[config.mk]
export PLATFORM = sky130hd
export DESIGN_NAME = dtac_core
export DESIGN_NICKNAME = d
export VERILOG_FILES = /design/src/hdl/dtac_pkg.sv /design/src/hdl/dtac_core.sv
export SDC_FILE = /design/constraint.sdc
export NUM_CORES = 1
export LEC_CHECK = 0
export ABC_AREA = 1
export CORE_ASPECT_RATIO = 1.2
export CORE_MARGIN = 2
export CORE_UTILIZATION = 61
export DETAILED_ROUTE_END_ITERATION = 10
export DONT_BUFFER_PORTS = 1
export HOLD_SLACK_MARGIN = 0.02
export PLACE_DENSITY = 0.74
export SLEW_MARGIN = 20
export SYNTH_ARGS = -nofsm -noshare
export SYNTH_HDL_FRONTEND = slang
export SYNTH_SLANG_ARGS = --single-unit
[constraint.sdc]
create_clock -name core_clk -period 5.56 [get_ports core_clk]
set_input_delay 0 -clock core_clk [delete_from_list [all_inputs] [get_ports core_clk]]
set_output_delay 0 -clock core_clk [all_outputs]
set_load 0.01 [all_outputs]
[src/hdl/dtac_pkg.sv]
// Notes on behaviour
// - Mode codes: software, post, pre, delay, middle.
// - Undefined mode code means no samples taken.
// - Level is offset binary, 0x80 zero volts.
// - Direction bit 0 rising, 1 falling.
// - Origin codes 0-3 channels, top bit external.
// - External input uses edges, ignores level.
// - Count register write loads 16-bit down counter.
// - Counter decrements per sample tick, stops at zero.
// - Counter gives delay or post-trigger sample count.
// - Status bit 0 means buffer not full.
// - Status bit 1 means at least half full.
// - Status bit 2 means buffer not empty.
// - Status bit 3 means counter at zero.
// - Status bit 4 trigger seen until cleared.
// - Status bit 5 high only while sampling.
// - Control bit 0 write flushes whole buffer.
// - Control bit 1 write clears trigger seen.
// - Arm bit 1 arms, 0 disables sampling.
// - Clock origin: internal, sine, digital, 11 illegal.
// - External sources pass the same divider.
// - Sample rate is source over even divisor, min 2.
// - Analog trigger on first crossing of level.
// - Pre mode samples from arm until trigger.
// - Delay mode samples after counter reaches zero.
package dtac_pkg;

  // ----------------------------------------------------------------
  // Register offsets
  // ----------------------------------------------------------------
  localparam logic [7:0] OFS_TRIGGER_MODE_SELECT  = 8'h08;
  localparam logic [7:0] OFS_TRIGGER_THRESHOLD    = 8'h0c;
  localparam logic [7:0] OFS_TRIGGER_ORIGIN_SLOPE = 8'h10;
  localparam logic [7:0] OFS_AFTER_TRIGGER_COUNT  = 8'h14;
  localparam logic [7:0] OFS_BUFFER_STATE_CLEAR   = 8'h18;
  localparam logic [7:0] OFS_SAMPLING_ARM         = 8'h1c;
  localparam logic [7:0] OFS_SAMPLE_CLOCK_SELECT  = 8'h20;

  // ----------------------------------------------------------------
  // Field positions
  // ----------------------------------------------------------------
  localparam int BIT_DIRECTION     = 3;
  localparam int BIT_FREQ_SELECT   = 0;
  localparam int BIT_FLUSH         = 0;
  localparam int BIT_SEEN_CLEAR    = 1;
  localparam int BIT_ARM           = 0;
  localparam int BIT_CAN_ACCEPT    = 0;
  localparam int BIT_HALF_LEVEL    = 1;
  localparam int BIT_HAS_ENTRIES   = 2;
  localparam int BIT_COUNT_DONE    = 3;
  localparam int BIT_SEEN_FLAG     = 4;
  localparam int BIT_ACTIVE        = 5;

  // ----------------------------------------------------------------
  // Reset values and sizes
  // ----------------------------------------------------------------
  localparam logic [2:0]  RST_MODE       = 3'h0;
  localparam logic [7:0]  RST_THRESHOLD  = 8'h80;
  localparam logic [2:0]  RST_ORIGIN     = 3'h0;
  localparam logic [15:0] RST_COUNT      = 16'h0000;
  localparam logic [1:0]  RST_CLK_ORIGIN = 2'h0;
  localparam logic [15:0] DIVISOR_MIN    = 16'h0002;
  localparam int          BUF_DEPTH      = 32768;
  localparam int          BUF_AW         = 16;
  localparam logic [BUF_AW-1:0] BUF_FULL = 16'h8000;
  localparam logic [BUF_AW-1:0] BUF_HALF = 16'h4000;

  // ----------------------------------------------------------------
  // Enumerations
  // ----------------------------------------------------------------
  typedef enum logic [2:0] {
    MODE_SOFTWARE = 3'b000,
    MODE_POST     = 3'b001,
    MODE_PRE      = 3'b010,
    MODE_DELAY    = 3'b011,
    MODE_MIDDLE   = 3'b100
  } dtac_mode_e;

  typedef enum logic [1:0] {
    CLK_INTERNAL = 2'b00,
    CLK_SINE     = 2'b01,
    CLK_DIGITAL  = 2'b10,
    CLK_ILLEGAL  = 2'b11
  } dtac_clk_e;

  typedef enum logic [2:0] {
    ST_IDLE     = 3'b000,
    ST_WAIT     = 3'b001,
    ST_PRE      = 3'b010,
    ST_DELAY    = 3'b011,
    ST_SAMPLE   = 3'b100,
    ST_POST     = 3'b101,
    ST_DONE     = 3'b110
  } dtac_state_e;

  // Register port request
  typedef struct packed {
    logic        wr;
    logic        rd;
    logic [7:0]  addr;
    logic [31:0] wdata;
  } dtac_req_s;

  // Four 8-bit channel codes
  typedef struct packed {
    logic [7:0] ch3;
    logic [7:0] ch2;
    logic [7:0] ch1;
    logic [7:0] ch0;
  } dtac_sample_s;

endpackage

[src/hdl/dtac_core.sv]
`timescale 1ns/1ps
module dtac_core
  import dtac_pkg::*;
(
  // Clock and reset
  input  wire logic         core_clk,
  input  wire logic         rst_b,
  // Register port
  input  wire dtac_req_s    reg_req,
  output logic [31:0]       reg_rdata,
  // Source clock pins and divisor value
  input  wire logic         osc_clk_pin,
  input  wire logic         sine_clk_pin,
  input  wire logic         digital_clk_pin,
  input  wire logic [15:0]  clock_divisor_value,
  // Trigger and converter inputs
  input  wire logic         external_logic_trigger_input,
  input  wire dtac_sample_s adc_sample,
  // Sample buffer side
  input  wire logic         buffer_pop,
  output logic              sample_push,
  output dtac_sample_s      sample_data,
  output logic              buffer_flush,
  // Status outputs
  output logic              sampling_active,
  output logic              sample_tick,
  output logic              freq_select
);

  // ----------------------------------------------------------------
  // Functions
  // ----------------------------------------------------------------

  // Register write hit decode, used for every register write
  function automatic logic hit(input dtac_req_s r, input logic [7:0] ofs);
    hit = r.wr && (r.addr == ofs);
  endfunction

  // Only the five defined codes are legal modes
  function automatic logic mode_legal(input logic [2:0] m);
    mode_legal = (m <= MODE_MIDDLE);
  endfunction

  // ----------------------------------------------------------------
  // Declarations
  // ----------------------------------------------------------------
  logic [2:0]        trigger_mode_code;       // Mode field
  logic [7:0]        trigger_threshold_code;  // Offset binary level
  logic [2:0]        trigger_origin_code;     // Source select
  logic              trigger_direction;       // 0 rising, 1 falling
  logic [15:0]       after_trigger_count_value; // Down counter
  logic              sampling_arm_bit;        // Arm request
  logic [1:0]        sample_clock_origin;     // Source clock select
  logic              trigger_seen_flag;       // Sticky trigger flag
  logic [BUF_AW-1:0] buf_level;               // Buffer occupancy
  dtac_state_e       state;                   // Acquisition state
  dtac_state_e       next_state;              // Next acquisition state
  logic [2:0]        clk_s1;                  // Source clock stage 1
  logic [2:0]        clk_s2;                  // Source clock stage 2
  logic [2:0]        clk_prev;                // Source clock history
  logic              trg_s1;                  // Trigger pin stage 1
  logic              trg_s2;                  // Trigger pin stage 2
  logic              trg_prev;                // Trigger pin history
  dtac_sample_s      adc_s1;                  // Converter stage 1
  dtac_sample_s      adc_s2;                  // Converter stage 2
  logic [7:0]        chan_prev;               // Previous channel code
  logic              chan_prev_ok;            // History is valid
  logic [15:0]       div_cnt;                 // Divider counter
  logic              src_edge;                // Selected source edge
  logic [15:0]       divisor;                 // Effective divisor
  logic [7:0]        chan_now;                // Selected channel code
  logic              analog_cross;            // Level crossing seen
  logic              digital_edge;            // Pin edge seen
  logic              trig_event;              // Trigger condition met
  logic              waiting;                 // States that look for trigger
  logic              sampling;                // States that store samples
  logic              buf_full;                // Buffer cannot accept
  logic              do_push;                 // Sample stored this cycle
  logic              do_pop;                  // Sample drained this cycle
  logic              flush_req;               // Flush written
  logic              count_run;               // Counter decrement enable

  // ----------------------------------------------------------------
  // Control registers
  // ----------------------------------------------------------------

  // Write-only configuration, unused bits ignored
  always_ff @(posedge core_clk or negedge rst_b) begin
    if (!rst_b) begin
      trigger_mode_code      <= RST_MODE;
      trigger_threshold_code <= RST_THRESHOLD;
      trigger_origin_code    <= RST_ORIGIN;
      trigger_direction      <= 1'b0;
      sampling_arm_bit       <= 1'b0;
      sample_clock_origin    <= RST_CLK_ORIGIN;
      freq_select            <= 1'b0;
    end else begin
      if (hit(reg_req, OFS_TRIGGER_MODE_SELECT)) begin
        trigger_mode_code <= reg_req.wdata[2:0];
      end
      if (hit(reg_req, OFS_TRIGGER_THRESHOLD)) begin
        trigger_threshold_code <= reg_req.wdata[7:0];
      end
      if (hit(reg_req, OFS_TRIGGER_ORIGIN_SLOPE)) begin
        trigger_origin_code <= reg_req.wdata[2:0];
        trigger_direction   <= reg_req.wdata[BIT_DIRECTION];
      end
      if (hit(reg_req, OFS_SAMPLING_ARM)) begin
        sampling_arm_bit <= reg_req.wdata[BIT_ARM];
      end
      if (hit(reg_req, OFS_SAMPLE_CLOCK_SELECT)) begin
        sample_clock_origin <= reg_req.wdata[2:1];
        // Only stored and driven out; software owns its meaning
        freq_select <= reg_req.wdata[BIT_FREQ_SELECT];
      end
    end
  end

  // Flush is a write side effect at the shared offset
  assign flush_req = hit(reg_req, OFS_BUFFER_STATE_CLEAR) &&
                     reg_req.wdata[BIT_FLUSH];

  // ----------------------------------------------------------------
  // Pin synchronisers
  // ----------------------------------------------------------------

  // Two stages on every asynchronous pin
  always_ff @(posedge core_clk or negedge rst_b) begin
    if (!rst_b) begin
      clk_s1 <= 3'h0;
      clk_s2 <= 3'h0;
      trg_s1 <= 1'b0;
      trg_s2 <= 1'b0;
      adc_s1 <= '0;
      adc_s2 <= '0;
    end else begin
      clk_s1 <= {digital_clk_pin, sine_clk_pin, osc_clk_pin};
      clk_s2 <= clk_s1;
      trg_s1 <= external_logic_trigger_input;
      trg_s2 <= trg_s1;
      adc_s1 <= adc_sample;
      adc_s2 <= adc_s1;
    end
  end

  // Histories for edge detection, read from second stage only
  always_ff @(posedge core_clk or negedge rst_b) begin
    if (!rst_b) begin
      clk_prev <= 3'h0;
      trg_prev <= 1'b0;
    end else begin
      clk_prev <= clk_s2;
      trg_prev <= trg_s2;
    end
  end

  // ----------------------------------------------------------------
  // Sample clock divider
  // ----------------------------------------------------------------

  // Source clocks above half the core rate will alias; limitation
  always_comb begin
    unique case (dtac_clk_e'(sample_clock_origin))
      CLK_INTERNAL: src_edge = clk_s2[0] & ~clk_prev[0];
      CLK_SINE:     src_edge = clk_s2[1] & ~clk_prev[1];
      CLK_DIGITAL:  src_edge = clk_s2[2] & ~clk_prev[2];
      CLK_ILLEGAL:  src_edge = 1'b0;
    endcase
  end

  // Low bit forced to zero, values below the minimum clamp up
  always_comb begin
    divisor = {clock_divisor_value[15:1], 1'b0};
    if (divisor < DIVISOR_MIN) begin
      divisor = DIVISOR_MIN;
    end
  end

  // One tick every divisor source edges
  always_ff @(posedge core_clk or negedge rst_b) begin
    if (!rst_b) begin
      div_cnt     <= 16'h0000;
      sample_tick <= 1'b0;
    end else begin
      sample_tick <= 1'b0;
      if (src_edge) begin
        if (div_cnt >= divisor - 16'h0001) begin
          div_cnt     <= 16'h0000;
          sample_tick <= 1'b1;
        end else begin
          div_cnt <= div_cnt + 16'h0001;
        end
      end
    end
  end

  // ----------------------------------------------------------------
  // Trigger detection
  // ----------------------------------------------------------------

  // Channel picked by the low origin bits
  always_comb begin
    unique case (trigger_origin_code[1:0])
      2'b00: chan_now = adc_s2.ch0;
      2'b01: chan_now = adc_s2.ch1;
      2'b10: chan_now = adc_s2.ch2;
      2'b11: chan_now = adc_s2.ch3;
    endcase
  end

  // Channel history taken once per sample tick
  always_ff @(posedge core_clk or negedge rst_b) begin
    if (!rst_b) begin
      chan_prev    <= 8'h00;
      chan_prev_ok <= 1'b0;
    end else if (!waiting) begin
      // Fresh history each run so a stale value cannot fire
      chan_prev_ok <= 1'b0;
    end else if (sample_tick) begin
      chan_prev    <= chan_now;
      chan_prev_ok <= 1'b1;
    end
  end

  // Offset binary compares as plain unsigned codes
  always_comb begin
    if (!trigger_direction) begin
      analog_cross = (chan_prev < trigger_threshold_code) &&
                     (chan_now >= trigger_threshold_code);
    end else begin
      analog_cross = (chan_prev > trigger_threshold_code) &&
                     (chan_now <= trigger_threshold_code);
    end
  end

  // Pin edge polarity follows the direction bit, level unused
  assign digital_edge = trigger_direction ? (trg_prev & ~trg_s2)
                                          : (trg_s2 & ~trg_prev);

  // Top origin bit picks the pin over the channels
  assign trig_event = waiting &&
                      (trigger_origin_code[2] ? digital_edge
                       : (sample_tick && chan_prev_ok && analog_cross));

  // ----------------------------------------------------------------
  // Acquisition sequencer
  // ----------------------------------------------------------------

  assign waiting  = (state == ST_WAIT) || (state == ST_PRE);
  assign sampling = (state == ST_PRE) || (state == ST_SAMPLE) ||
                    (state == ST_POST);

  // Next state from mode, trigger and counter
  always_comb begin
    next_state = state;
    unique case (state)
      ST_IDLE: begin
        if (sampling_arm_bit && mode_legal(trigger_mode_code) &&
            (sample_clock_origin != CLK_ILLEGAL)) begin
          unique case (dtac_mode_e'(trigger_mode_code))
            MODE_SOFTWARE: next_state = ST_SAMPLE;
            MODE_POST:     next_state = ST_WAIT;
            MODE_PRE:      next_state = ST_PRE;
            MODE_DELAY:    next_state = ST_WAIT;
            MODE_MIDDLE:   next_state = ST_PRE;
            default:       next_state = ST_IDLE;
          endcase
        end
      end
      ST_WAIT: begin
        if (trig_event) begin
          if (trigger_mode_code == MODE_DELAY) begin
            next_state = (after_trigger_count_value == 16'h0000)
                         ? ST_SAMPLE : ST_DELAY;
          end else begin
            next_state = ST_SAMPLE;
          end
        end
      end
      ST_PRE: begin
        if (trig_event) begin
          if (trigger_mode_code == MODE_MIDDLE) begin
            next_state = (after_trigger_count_value == 16'h0000)
                         ? ST_DONE : ST_POST;
          end else begin
            next_state = ST_DONE;
          end
        end
      end
      ST_DELAY: begin
        if (after_trigger_count_value == 16'h0000) begin
          next_state = ST_SAMPLE;
        end
      end
      ST_POST: begin
        if (after_trigger_count_value == 16'h0000) begin
          next_state = ST_DONE;
        end
      end
      ST_SAMPLE: next_state = ST_SAMPLE;
      ST_DONE:   next_state = ST_DONE;
      default:   next_state = ST_IDLE;
    endcase
    // Disarm or a bad setting ends any run at once
    if (!sampling_arm_bit || !mode_legal(trigger_mode_code) ||
        (sample_clock_origin == CLK_ILLEGAL)) begin
      next_state = ST_IDLE;
    end
  end

  // State register
  always_ff @(posedge core_clk or negedge rst_b) begin
    if (!rst_b) begin
      state <= ST_IDLE;
    end else begin
      state <= next_state;
    end
  end

  // ----------------------------------------------------------------
  // Post-trigger counter
  // ----------------------------------------------------------------

  assign count_run = sample_tick &&
                     ((state == ST_DELAY) || (state == ST_POST));

  // Register write loads it, ticks after trigger count it down
  always_ff @(posedge core_clk or negedge rst_b) begin
    if (!rst_b) begin
      after_trigger_count_value <= RST_COUNT;
    end else if (hit(reg_req, OFS_AFTER_TRIGGER_COUNT)) begin
      after_trigger_count_value <= reg_req.wdata[15:0];
    end else if (count_run && (after_trigger_count_value != 16'h0000)) begin
      after_trigger_count_value <= after_trigger_count_value - 16'h0001;
    end
  end

  // ----------------------------------------------------------------
  // Trigger seen flag
  // ----------------------------------------------------------------

  // Set wins over a clear in the same cycle
  always_ff @(posedge core_clk or negedge rst_b) begin
    if (!rst_b) begin
      trigger_seen_flag <= 1'b0;
    end else if (trig_event ||
                 ((state == ST_IDLE) && (next_state == ST_SAMPLE))) begin
      trigger_seen_flag <= 1'b1;
    end else if (hit(reg_req, OFS_BUFFER_STATE_CLEAR) &&
                 reg_req.wdata[BIT_SEEN_CLEAR]) begin
      trigger_seen_flag <= 1'b0;
    end
  end

  // ----------------------------------------------------------------
  // Sample buffer bookkeeping
  // ----------------------------------------------------------------

  // Samples are dropped while the buffer is full
  assign buf_full = (buf_level == BUF_FULL);
  assign do_push  = sampling && sample_tick && !buf_full;
  assign do_pop   = buffer_pop && (buf_level != '0);

  // Occupancy of the external store; flush outranks traffic
  always_ff @(posedge core_clk or negedge rst_b) begin
    if (!rst_b) begin
      buf_level <= '0;
    end else if (flush_req) begin
      buf_level <= '0;
    end else if (do_push && !do_pop) begin
      buf_level <= buf_level + 16'h0001;
    end else if (do_pop && !do_push) begin
      buf_level <= buf_level - 16'h0001;
    end
  end

  // Sample word and strobes toward the store
  always_ff @(posedge core_clk or negedge rst_b) begin
    if (!rst_b) begin
      sample_push  <= 1'b0;
      sample_data  <= '0;
      buffer_flush <= 1'b0;
    end else begin
      sample_push  <= do_push;
      buffer_flush <= flush_req;
      if (do_push) begin
        sample_data <= adc_s2;
      end
    end
  end

  // ----------------------------------------------------------------
  // Status readback
  // ----------------------------------------------------------------

  assign sampling_active = sampling;

  // Read data held one cycle after the strobe; other offsets read zero
  always_ff @(posedge core_clk or negedge rst_b) begin
    if (!rst_b) begin
      reg_rdata <= 32'h0000_0000;
    end else if (reg_req.rd) begin
      reg_rdata <= 32'h0000_0000;
      if (reg_req.addr == OFS_BUFFER_STATE_CLEAR) begin
        reg_rdata[BIT_CAN_ACCEPT]  <= !buf_full;
        reg_rdata[BIT_HALF_LEVEL]  <= (buf_level >= BUF_HALF);
        reg_rdata[BIT_HAS_ENTRIES] <= (buf_level != '0);
        reg_rdata[BIT_COUNT_DONE]  <=
          (after_trigger_count_value == 16'h0000);
        reg_rdata[BIT_SEEN_FLAG]   <= trigger_seen_flag;
        reg_rdata[BIT_ACTIVE]      <= sampling;
      end
    end
  end

endmodule

**Yosys cells after proc, flatten, opt, wreduce, memory -nomap -nowiden**

Index checks and enable logic that the tools add are counted.

- Register bits: 197
- Input port bits: 97
- Word-level logic and storage cells: 166

- Add/sub/neg operators: 5
- $lt $le $gt $ge: 8
- Equal/unequal tests: 27
- Multiplexer cells: 31
- Bitwise operators: 10
- Reductions and logical operators: 49

Operators with widths:

| cell | count |
|---|---|
| 2-to-1 mux 16 bit | 7 |
| subtractor 16 x 1 -> 16 bit, second input constant | 3 |
| adder 16 x 1 -> 16 bit, second input constant | 2 |
| equality test 8 x 5 -> 1 bit, second input constant | 4 |
| one-hot mux 8 bit (4 select lines) | 1 |
| nonzero test 16 bit | 2 |
| logical AND 1 bit | 24 |
| 2-to-1 mux 3 bit | 8 |
| one-hot mux 3 bit (7 select lines) | 1 |
| equality test 16 bit, second input constant | 1 |
| equality test 8 x 4 -> 1 bit, second input constant | 2 |
| greater-or-equal comparator 16 x 15 -> 1 bit, second input constant | 1 |
| greater-or-equal comparator 16 bit | 1 |
| zero test 16 bit | 1 |
| less-than comparator 16 x 2 -> 1 bit, second input constant | 1 |
| equality test 3 bit, second input constant | 5 |
| equality test 3 x 2 -> 1 bit, second input constant | 4 |
| 2-to-1 mux 1 bit | 9 |
| one-hot mux 3 bit (3 select lines) | 1 |
| equality test 2 bit, second input constant | 4 |
| equality test 8 x 6 -> 1 bit, second input constant | 1 |
| greater-or-equal comparator 8 bit | 1 |
| greater-than comparator 8 bit | 1 |
| less-or-equal comparator 8 bit | 1 |
| other kinds (18) | 44 |

**Logic depth before layout (Yosys ltp)**

Gate-level depths: netlist of run 1.

- Word-level depth: 15
- Gate-level depth with buffers: 25
- Mapped depth without buffers: 25

**Worst setup path before layout of run 1**

Ideal clock, no wire load.

- Kind: input-to-reg
- Start: input port clock_divisor_value[10]
- End: register div_cnt[10]
- Setup time: 0.134 ns
- Arrival time: 2.862 ns
- Path slack: 2.564 ns
- Stages on the path: 20
- Cells stage by stage: nor2_1 -> nand4_1 -> nor4_1 -> nor2_1 -> ha_1 -> nand2_1 -> nor3_2 -> nand2_1 -> inv_1 -> nand2_1 -> or3_1 -> nor3_1 -> xnor2_1 -> ha_1 -> nand2_1 -> nor4_1 -> a21boi_1 -> nor2_1 -> clkbuf_1 -> nor3b_1

- Word-level cells in the longest chain between the ends: 5

RTL lines:

| element | RTL line | text |
|---|---|---|
| from (decl) | dtac_core.sv:15 | `input wire logic [15:0] clock_divisor_value,` |
| less-than comparator 16 x 2 -> 1 bit | dtac_core.sv:174 | `if (divisor < DIVISOR_MIN) begin` |
| 2-to-1 mux 16 bit (*) | dtac_core.sv:174 |  |
| subtractor 16 x 1 -> 16 bit (*) | dtac_core.sv:187 | `if (div_cnt >= divisor - 16'h0001) begin` |
| greater-or-equal comparator 16 bit (*) | dtac_core.sv:187 |  |
| 2-to-1 mux 16 bit (*) | dtac_core.sv:187 |  |
| to (signal assigned) | dtac_core.sv:191 | `div_cnt <= div_cnt + 16'h0001;` |
| to (decl) | dtac_core.sv:68 | `logic [15:0] div_cnt;` |

Mark *: on every way between the ends. The rest lies on a longest branch, timed or not.
A chain may end at the register's enable or synchronous reset.

**Worst setup path after layout of run 1**

- Start: register buf_level[8]
- End: register buf_level[15]

- Word-level cells in the longest chain between the ends: 6

RTL lines:

| element | RTL line | text |
|---|---|---|
| from (decl) | dtac_core.sv:55 | `logic [BUF_AW-1:0] buf_level;` |
| from (signal assigned) | dtac_core.sv:371 | `buf_level <= buf_level + 16'h0001;` |
| from (signal assigned) | dtac_core.sv:373 | `buf_level <= buf_level - 16'h0001;` |
| parallel branches: the longest is 6 deep, another holds subtractor 16 x 1 -> 16 bit | -- |  |

Parallel ways; which one is timed is not known. The select of a mux whose other input is x is not followed.

==> qor.yml, run 1 <==
status: "finished, final reports clean"
dr_wl_met3_um: 1110
clock_path_buffers: 2
power.leakage_uw: 0.00539
hpwl_um: 14300
finalSetupViolations: 0
async_flop_share_pct: 100
layout_min_cycle_time_ns: 3.80
ys_ff_latch: 197
syn_inst: 1093
die_h_um: 142
wl_met2_um: 10400
hold_class: "in -> reg"
dpl.cell_count: 1285
cts_tree: "built"
gr-total-overflow: 0
drt-vias-per-instance: 5.36
synth.area.top_cells: "dfrtp_1 50%, nand2_1 9.9%, ha_1 6.2%"
firstDrtPassIters: 5
drt_iter0_markers: 492
die_w_um: 119
post_cts_buffers: 0
grt_max_degree: 198
ys_warn_count: 0
instances_no_fill: 1386
area_growth_pct: 14.7
synthFlopType: "dfrtp_1"
fin_ws_ns: 1.76
wl_um: 20800
synth_top_area_share_pct: 50.5
die_area_um2: 17000
wl_met1_um: 8660
numCtsBuffers: 17
port_buffers: 0
wl_per_cell_um: 15.0
post-place-ws_ns: 1.74
required_ns: 5.89
cts_root_buf: "clkbuf_16"
yosysUniqueCellTypes: 54
layout-drive-gt1-share_pct: 6.46
drc_errors: 0
final_antenna_net_count: 0
cp.arrival_ns: 4.13
post-synth-top-area-cell: "dfrtp_1"
top_layer: "met4"
synth_commonest_cells: "256 x nand2_1, 196 x dfrtp_1, 123 x inv_1"
num_io_pins: 166
crit_path_cell_trace: "nor4_1, nand3_1, nand2_4, clkinv_4, nand2_4, ha_1, a21oi_1, nand2_1, nand2_1, o211ai_1, a221oi_1, nand3_1, nand2_1, o22ai_1"
slew_headroom_pct: 32.5
fillers: 1176
vias: 7432
rsz0062_at_grt: "no"
htreeDepth: 4
fp-row-count: 50
gr-usage-all-layers_pct: 25.7
fin_crit_sh_pct: 68.3
antenna_found_initial: 1
clock-sinks: 197
yosysSeqAreaShare_pct: 50.8
maxCapViolations: 0
clkLatencyLatePin_ns: 0.44
netlist_area_um2: 9720
postSynthAreaPerCell_um2: 8.89
setup_tns_ns: 0
start_util_pct: 62.4
synth_edf_count: 0
vdd_drop_max_uv: 213
grt_pass1_vias: 7139
cp_common_cell: "nand2_1"
crit_path_max_fanout: 42
coreArea_um2: 15600
endpoint_kind: "register"
critical_path.slowest_cell: "nor4_1"
clk_pin_slew_ns: 0.08
grt_pass1_wl_um: 34500
nNetsFinal: 1310
fmax_mhz: 263
start_kind: "register"
worst_pin_slew_ns: 1.01
hold_viol: 0
clock_skew_ns: 0.0111
slew_violations: 0
crit_type: "reg -> reg"
powerDensity_nw_per_um2: 348
slowest_delay_ns: 0.48
yosysMostFrequentCell: "nand2_1"
gp_congestion: 0.919
## report_power, final
group	internal (uW)	total [uW]	switching, uW
Clock	662	1290	631
Combinational	354	892	538
Sequential	1570	1690	120
## cells by family (layout without fill, tap and decap cells)
logic type               after synthesis  after routing  share of synthesized area (%)
XOR/XNOR                              27             27                           2.43
AND/OR/NAND/NOR                      460            460                           21.4
AO/OA/AOI/OAI                        186            186                           11.0
other                                  1             27                         0.0386
flip-flops                           197            197                           50.8
buffers and inverters                173            232                           7.97
adder cells (fa/ha/maj)               49             49                           6.39
## layer usage
metal  up-vias  GRT usage, %
met5         -             0
met4         0          12.0
met3        54          5.13
met2       202          43.4
met1      3483          32.0
li1       3693             -
## path summary, 6_finish.rpt
kind | from | to | slack, ns | depth (start not counted)
worst max-delay path | buf_level[8] | buf_level[15] | 1.76 | 14
worst min register to register | adc_s1[28] | adc_s2[28] | 0.35 | 0
max in group asynchronous | rst_b | reg_rdata[2] | 4.54 | 2
worst min-delay path | reg_req[36] | reg_rdata[2] | 0.07 | 4
worst max register to register | buf_level[8] | buf_level[15] | 1.76 | 14
min in group asynchronous | rst_b | buf_level[4] | 0.21 | 2
## state kept, by name, summed over array words and instances, names as in the netlist, 6 cells and up
| name | count |
|---|---|
| div_cnt | 16 |
| after_trigger_count_value | 16 |
| reg_rdata | 6 |
| sample_data | 32 |
| trigger_threshold_code | 8 |
| chan_prev | 8 |
| adc_s1 | 32 |
| adc_s2 | 32 |
| buf_level | 16 |
## cells in the final DEF, fill, tap and decap left out, types with 8 or more instances in the layout
cell	count
a21oi_1	48
nor3_1	18
ha_1	48
o21ai_1	20
nand2_1	256
nand4_1	17
dfrtp_1	196
dlygate4sd3_1	67
xor2_1	19
xnor2_1	8
nand3_1	48
inv_1	123
a31oi_1	10
nor2_1	79
o22ai_1	11
conb_1	26
clkbuf_16	17
o21ai_0	66
## cell type report
type | instances | area [um^2] | share of cell area, %
clock buffer | 17 | 425 | 3.82
inverter | 131 | 497 | 4.46
clock inverter | 15 | 220 | 1.98
sequential | 197 | 4930 | 44.2
timing repair buffer | 69 | 706 | 6.33
tap | 208 | 260 | 2.33
multi-input combinational | 748 | 4100 | 36.8
antenna | 1 | 2.50 | 0.0225
## stage by stage
| step | util (%) | hold WS (ns) | area, um^2 | total power, uW |
|---|---|---|---|---|
| global placement | 62.9 | -0.289 | 9800 | 2500 |
| detailed placement | 62.9 | -0.289 | 9800 | 2530 |
| CTS | 71.5 | 0.0661 | 11100 | 3900 |
| global route | 71.6 | 0.0975 | 11100 | 4110 |
| floorplan | - | -0.296 | 9810 | 2370 |
| finish | 71.6 | 0.0681 | 11100 | 3870 |
## worst max-delay path: cells and delay by family, from the launching register on
kind                       cells  cell delay, ns
AOI/OAI and AO/OA              4            0.81
adders and majority gates      1            0.32
buffers and inverters          1            0.31
DFF                            1            0.41
and+or+nand+nor                8            1.82
## timing repair
item                                   CTS  global route
endpoints found under the hold margin  285             0
hold buffers                            68             0
resized for setup                        0             0
(Power assumes the default switching activity.)
==> run 2, diff against run 1 <==
--- a/config.mk
+++ b/config.mk
@@ -8,11 +8,11 @@
 export ABC_AREA = 1
 export CORE_ASPECT_RATIO = 1.2
 export CORE_MARGIN = 2
-export CORE_UTILIZATION = 61
+export CORE_UTILIZATION = 58
 export DETAILED_ROUTE_END_ITERATION = 10
 export DONT_BUFFER_PORTS = 1
 export HOLD_SLACK_MARGIN = 0.02
-export PLACE_DENSITY = 0.74
+export PLACE_DENSITY = 0.73
 export SLEW_MARGIN = 20
 export SYNTH_ARGS = -nofsm -noshare
 export SYNTH_HDL_FRONTEND = slang
==> constraint.sdc (replaced) <==
create_clock -name core_clk -period 3.1 [get_ports core_clk]
set_input_delay 0 -clock core_clk [delete_from_list [all_inputs] [get_ports core_clk]]
set_output_delay 0 -clock core_clk [all_outputs]
set_load 0.01 [all_outputs]
==> qor.yml, run 2 (same netlist as run 1, synthesis figures left out) <==
firstDrtPassIters: 5  # unchanged
num_io_pins: 166  # unchanged
hold_class: "in -> async"
clock_path_buffers: 2  # unchanged
status: "complete, but fails checks"
clock-sinks: 197  # unchanged
pwr-share-seq_pct: 41.9  # -1.7 points
drc_errors: 0  # unchanged
rsz0062_at_grt: "yes"
switching_power_uw: 2480  # +92%
fillers: 1260  # +7.1%
crit_type: "reg -> reg"
port_buffers: 0  # unchanged
final_cell_mix: "251 x nand2_1, 196 x dfrtp_1, 121 x inv_1"
clk_pin_slew_ns: 0.08  # about the same
power.leakage_uw: 0.00558  # +3.5%
pwr-share-clk_pct: 32.0  # -1.4 points
die_h_um: 146  # +2.5%
grt_pass1_wl_um: 35900  # +4.1%
pwr-share-comb_pct: 26.1  # +3.1 points
die_area_um2: 17800  # +5.0%
fin_ws_ns: -0.0322  # -1.79 ns
hpwl_um: 14600  # +2.4%
htreeDepth: 4  # unchanged
reg_top3: "adc_s1 (32), adc_s2 (32), sample_data (32)"
worst_pin_slew_ns: 0.730  # -0.283 ns
clkLatencyLatePin_ns: 0.44  # about the same
fin_crit_sh_pct: 101  # +33 points
wl_um: 21900  # +5.1%
coreArea_um2: 16300  # +4.9%
area_growth_pct: 19.4
numCtsBuffers: 17  # unchanged
start_kind: "register"
violations: "negative hold slack, negative setup slack"
hold_slack_ns: -0.751  # -0.819 ns
p_sw_share_pct: 34.1  # +0.79 points
crit_path_max_fanout: 5  # -88%
setup_tns_ns: -0.0322  # -0.0322 ns
drt-vias-per-instance: 5.36  # -0.13%
cts_root_buf: "clkbuf_16"
gr-usage-all-layers_pct: 25.3  # -0.41 points
gp_congestion: 0.848  # -7.7%
post-place-ws_ns: -0.329  # -2.07 ns
cts_tree: "built"
fmax_mhz: 319  # +21%
layout_commonest_cell: "nand2_1"
gr-total-overflow: 0  # unchanged
wl_per_cell_um: 15.4  # +2.5%
hold_viol: 197  # +197
powerDensity_nw_per_um2: 626  # +80%
p_int_uw: 4790  # +85%
layout-drive-gt1-share_pct: 12.1  # +5.6 points
grt_max_degree: 198  # unchanged
slew_violations: 0  # unchanged
antenna_found_initial: 1  # unchanged
layout_min_cycle_time_ns: 3.13  # -0.668 ns
multiInputGateArea_um2: 4320  # +5.3%
drt_iter0_markers: 545  # +11%
start_util_pct: 59.5  # -2.9 points
nNetsFinal: 1341  # +2.4%
die_w_um: 122  # +2.5%
required_ns: 3.43  # -2.46 ns
finalSetupViolations: 1  # +1
utilization_pct: 71.0  # -0.51 points
vdd_drop_max_uv: 449  # +110%
fp-row-count: 51  # +2.0%
vias: 7610  # +2.4%
clock_skew_ns: 0.0126  # +0.00146 ns
regArea_um2: 4930  # unchanged
final_antenna_net_count: 0  # unchanged
endpoint_kind: "register"
hold_buffers: 65  # -4.4%
cp.arrival_ns: 3.46  # -0.67 ns
slew_headroom_pct: 51.3  # +19 points
maxCapViolations: 0  # unchanged
grt_pass1_vias: 7472  # +4.7%
## run 2: cell count changes in the layout (fill, tap and decap cells not counted), sizes merged
cell,change
dlygate4sd3,-2
inv,+4
clkinv,-3
bufinv,-1
buf,+33
## run 2: final timing paths
| check | from | end | slack (ns) | cells after the start |
|---|---|---|---|---|
| worst max-delay path | buf_level[5] | buf_level[11] | -0.03 | 19 |
| worst min-delay path | rst_b | buf_level[2] | -0.75 | 0 |
| worst max register to register | buf_level[5] | buf_level[11] | -0.03 | 19 |
| worst min register to register | adc_s1[7] | adc_s2[7] | 0.35 | 0 |
| max in group asynchronous | rst_b | trigger_threshold_code[7] | 3.56 | 0 |
| min in group core_clk | reg_req[37] | sample_clock_origin[0] | 0.04 | 4 |
## run 2: final cells by class
type,instances,share of cell area [%]
Antenna cell,1,0.0216
Clock buffer,17,3.67
Clock inverter,15,1.91
Inverter,131,4.28
Multi-Input combinational cell,748,37.2
Sequential cell,197,42.5
Tap cell,212,2.29
Timing Repair Buffer,100,8.12
## run 2: layer usage
layer / vias up / wire [um] / track usage (%)
met5: - / 0 / 0
met4: 0 / 367 / 8.51
met3: 27 / 855 / 4.70
met2: 187 / 11300 / 43.4
met1: 3646 / 9390 / 32.2
li1: 3750 / - / -
## run 2: worst max-delay path: stages (launching register included)
cell and delay (ns):
dfrtp_1 0.43, inv_2 0.07, nand4_1 0.15, nor4_4 0.31
nand4_1 0.20, nand2_2 0.13, nand2_4 0.11, buf_6 0.16
ha_1 0.29, nand3_2 0.11, nand2_2 0.09, nand2_1 0.06
o211ai_1 0.17, nand2_1 0.15, a21oi_2 0.19, nand3_1 0.12
nand2_2 0.09, a21oi_2 0.05, o21ai_1 0.08, nand2_1 0.06
## run 2: power by group through the flow
stage / logic, uW / clock network [uW] / registers [uW]
global placement: 1510 / 0 / 3060
detailed placement: 1560 / 0 / 3070
finish: 1900 / 2330 / 3040
floorplan: 1240 / 0 / 3010
CTS: 1660 / 2370 / 3020
global route: 2140 / 2490 / 3080
## run 2: metrics by stage
| step | cell area (um^2) | instances | hold WS (ns) | total power, uW |
|---|---|---|---|---|
| floorplan | 9810 | 1118 | -0.296 | 4250 |
| global placement | 10000 | 1314 | -0.288 | 4580 |
| detailed placement | 10000 | 1314 | -0.287 | 4630 |
| CTS | 11300 | 1411 | -0.760 | 7050 |
| global route | 11600 | 1421 | -0.767 | 7700 |
| finish | 11600 | 1421 | -0.751 | 7270 |
## run 2: timing repair
action                                 CTS  global route
gates cloned                             0             0
setup endpoints to repair                1            25
buffers inserted                         0             9
endpoints found under the hold margin  286           197
gates resized for setup                  1            53
pin swaps                                0            11
==> run 3, diff against run 2 <==
--- a/config.mk
+++ b/config.mk
@@ -13,6 +13,7 @@
 export DONT_BUFFER_PORTS = 1
 export HOLD_SLACK_MARGIN = 0.02
 export PLACE_DENSITY = 0.73
+export RECOVER_POWER = 100
 export SLEW_MARGIN = 20
 export SYNTH_ARGS = -nofsm -noshare
 export SYNTH_HDL_FRONTEND = slang
==> qor.yml, run 3 (same netlist as run 1, synthesis figures left out) <==
status: "complete, but fails checks"
violations: "negative hold slack, negative setup slack"
instances_no_fill: 1421  # unchanged
area_growth_pct: 19.4  # about the same
layout-drive-gt1-share_pct: 11.8  # -0.25 points
cp.arrival_ns: 3.50  # +0.04 ns
reg_top3: "adc_s1 (32), adc_s2 (32), sample_data (32)"
hold_buffers: 65  # unchanged
wl_per_cell_um: 15.4  # about the same
maxCapViolations: 0  # unchanged
hold_viol: 197  # unchanged
gr-total-overflow: 0  # unchanged
slew_headroom_pct: 50.7  # -0.62 points
numCtsBuffers: 17  # unchanged
required_ns: 3.43  # about the same
crit_path_max_fanout: 5  # unchanged
power_uw: 7270  # about the same
grt.met3_usage_pct: 4.70  # unchanged
hold_class: "in -> async"
grt_pass1_vias: 7472  # unchanged
gr-usage-all-layers_pct: 25.3  # unchanged
final_antenna_net_count: 0  # unchanged
final_cell_mix: "251 x nand2_1, 196 x dfrtp_1, 122 x inv_1"
firstDrtPassIters: 5  # unchanged
clk_pin_slew_ns: 0.09  # about the same
antenna_found_initial: 1  # unchanged
coreArea_um2: 16300  # unchanged
vdd_drop_max_uv: 448  # -0.18%
clock_skew_ns: 0.0149  # +0.00232 ns
powerDensity_nw_per_um2: 627  # about the same
dpl.cell_count: 1314  # unchanged
clkLatencyLatePin_ns: 0.44  # about the same
fin_ws_ns: -0.0719  # -0.0397 ns
start_kind: "register"
clock-sinks: 197  # unchanged
layout_min_cycle_time_ns: 3.17  # +0.0397 ns
cts_root_buf: "clkbuf_16"
use_met2_pct: 43.4  # unchanged
vias: 7606  # -0.053%
die_h_um: 146  # unchanged
port_buffers: 0  # unchanged
wl_um: 21900  # about the same
power.leakage_uw: 0.00557  # -0.10%
place_area_um2: 10000  # unchanged
met1_usage_pct: 32.2  # unchanged
grt_pass1_wl_um: 35900  # unchanged
endpoint_kind: "register"
gp_congestion: 0.848  # unchanged
slew_violations: 0  # unchanged
fmax_mhz: 315  # -1.3%
clock_path_buffers: 2  # unchanged
drt-vias-per-instance: 5.35  # about the same
drc_errors: 0  # unchanged
fp-row-count: 51  # unchanged
grt_max_degree: 198  # unchanged
rsz0062_at_grt: "yes"
worst_pin_slew_ns: 0.739  # +0.00929 ns
htreeDepth: 4  # unchanged
hpwl_um: 14600  # unchanged
num_io_pins: 166  # unchanged
drt_iter0_markers: 552  # +1.3%
layout_commonest_cell: "nand2_1"
nNetsFinal: 1341  # unchanged
fin_area_um2: 11600  # about the same
start_util_pct: 59.5  # unchanged
hold_slack_ns: -0.755  # -0.00473 ns
die_w_um: 122  # unchanged
die_area_um2: 17800  # unchanged
setup_tns_ns: -0.0719  # -0.0397 ns
cts_tree: "built"
crit_type: "reg -> reg"
fin_crit_sh_pct: 102  # +1.3 points
busiest_layer: "met2"
finalSetupViolations: 1  # unchanged
==> run 3: cell count changes in the layout (fill, tap and decap cells not counted), sizes merged <==
cell	previous run	this run
clkbuf	17	18
buf	35	34
==> run 3: cell type report <==
class	count	area, um^2
antenna	1	2.50
inverter	131	497
multi-input combinational	748	4320
clock inverter	15	221
sequential	197	4930
fill	1264	4740
clock buffer	17	425
timing repair buffer	100	938
tap	212	265
==> run 3: final timing paths <==
path,startpoint,endpoint,slack (ns),cells past startpoint
max in group asynchronous,rst_b,trigger_threshold_code[7],3.57,0
setup reg to reg,buf_level[5],buf_level[11],-0.07,19
hold reg to reg,adc_s1[7],adc_s2[7],0.35,0
hold / removal,rst_b,buf_level[0],-0.76,0
setup / recovery,buf_level[5],buf_level[11],-0.07,19
min in group core_clk,reg_req[37],sample_clock_origin[0],0.04,4
==> run 3: metal layers <==
layer | vias up | wire length [um]
li1 | 3755 | -
met1 | 3632 | 9360
met2 | 192 | 11300
met3 | 27 | 902
met4 | 0 | 380
met5 | - | 0
==> run 3: through the flow <==
| step | hold slack [ns] | setup WS (ns) | utilization [%] |
|---|---|---|---|
| 5_1_grt | -0.767 | -0.230 | 71.0 |
| 3_3_place_gp | -0.288 | -0.204 | 61.2 |
| 2_1_floorplan | -0.296 | 0.104 | - |
| 6_report | -0.755 | -0.0719 | 71.0 |
| 3_5_place_dp | -0.287 | -0.329 | 61.2 |
| 4_1_cts | -0.760 | 0.0660 | 69.2 |
==> run 3: power by group <==
group | internal, uW | switching, uW | leakage (uW) | total [uW]
registers | 2810 | 230 | 0.00249 | 3040
clock network | 1140 | 1190 | 0.000308 | 2330
logic | 838 | 1060 | 0.00277 | 1900
total | 4790 | 2480 | 0.00557 | 7270
==> run 3: what timing repair did <==
action / in CTS / in global routing
setup buffers: 0 / 9
endpoints found under the hold margin: 286 / 197
cloned: 0 / 0
resized for setup: 1 / 53
pin swaps: 0 / 11
endpoints found under the setup margin: 1 / 25
==> run 3: critical path, cell delays in order, from the launching register on <==
cell,delay [ns]
dfrtp_1,0.43
inv_2,0.07
nand4_1,0.15
nor4_4,0.33
nand4_1,0.21
nand2_2,0.13
nand2_4,0.11
buf_6,0.16
ha_1,0.29
nand3_2,0.11
nand2_2,0.09
nand2_1,0.06
o211ai_1,0.17
nand2_1,0.15
a21oi_2,0.19
nand3_1,0.12
nand2_2,0.09
a21oi_2,0.05
o21ai_1,0.08
nand2_1,0.06
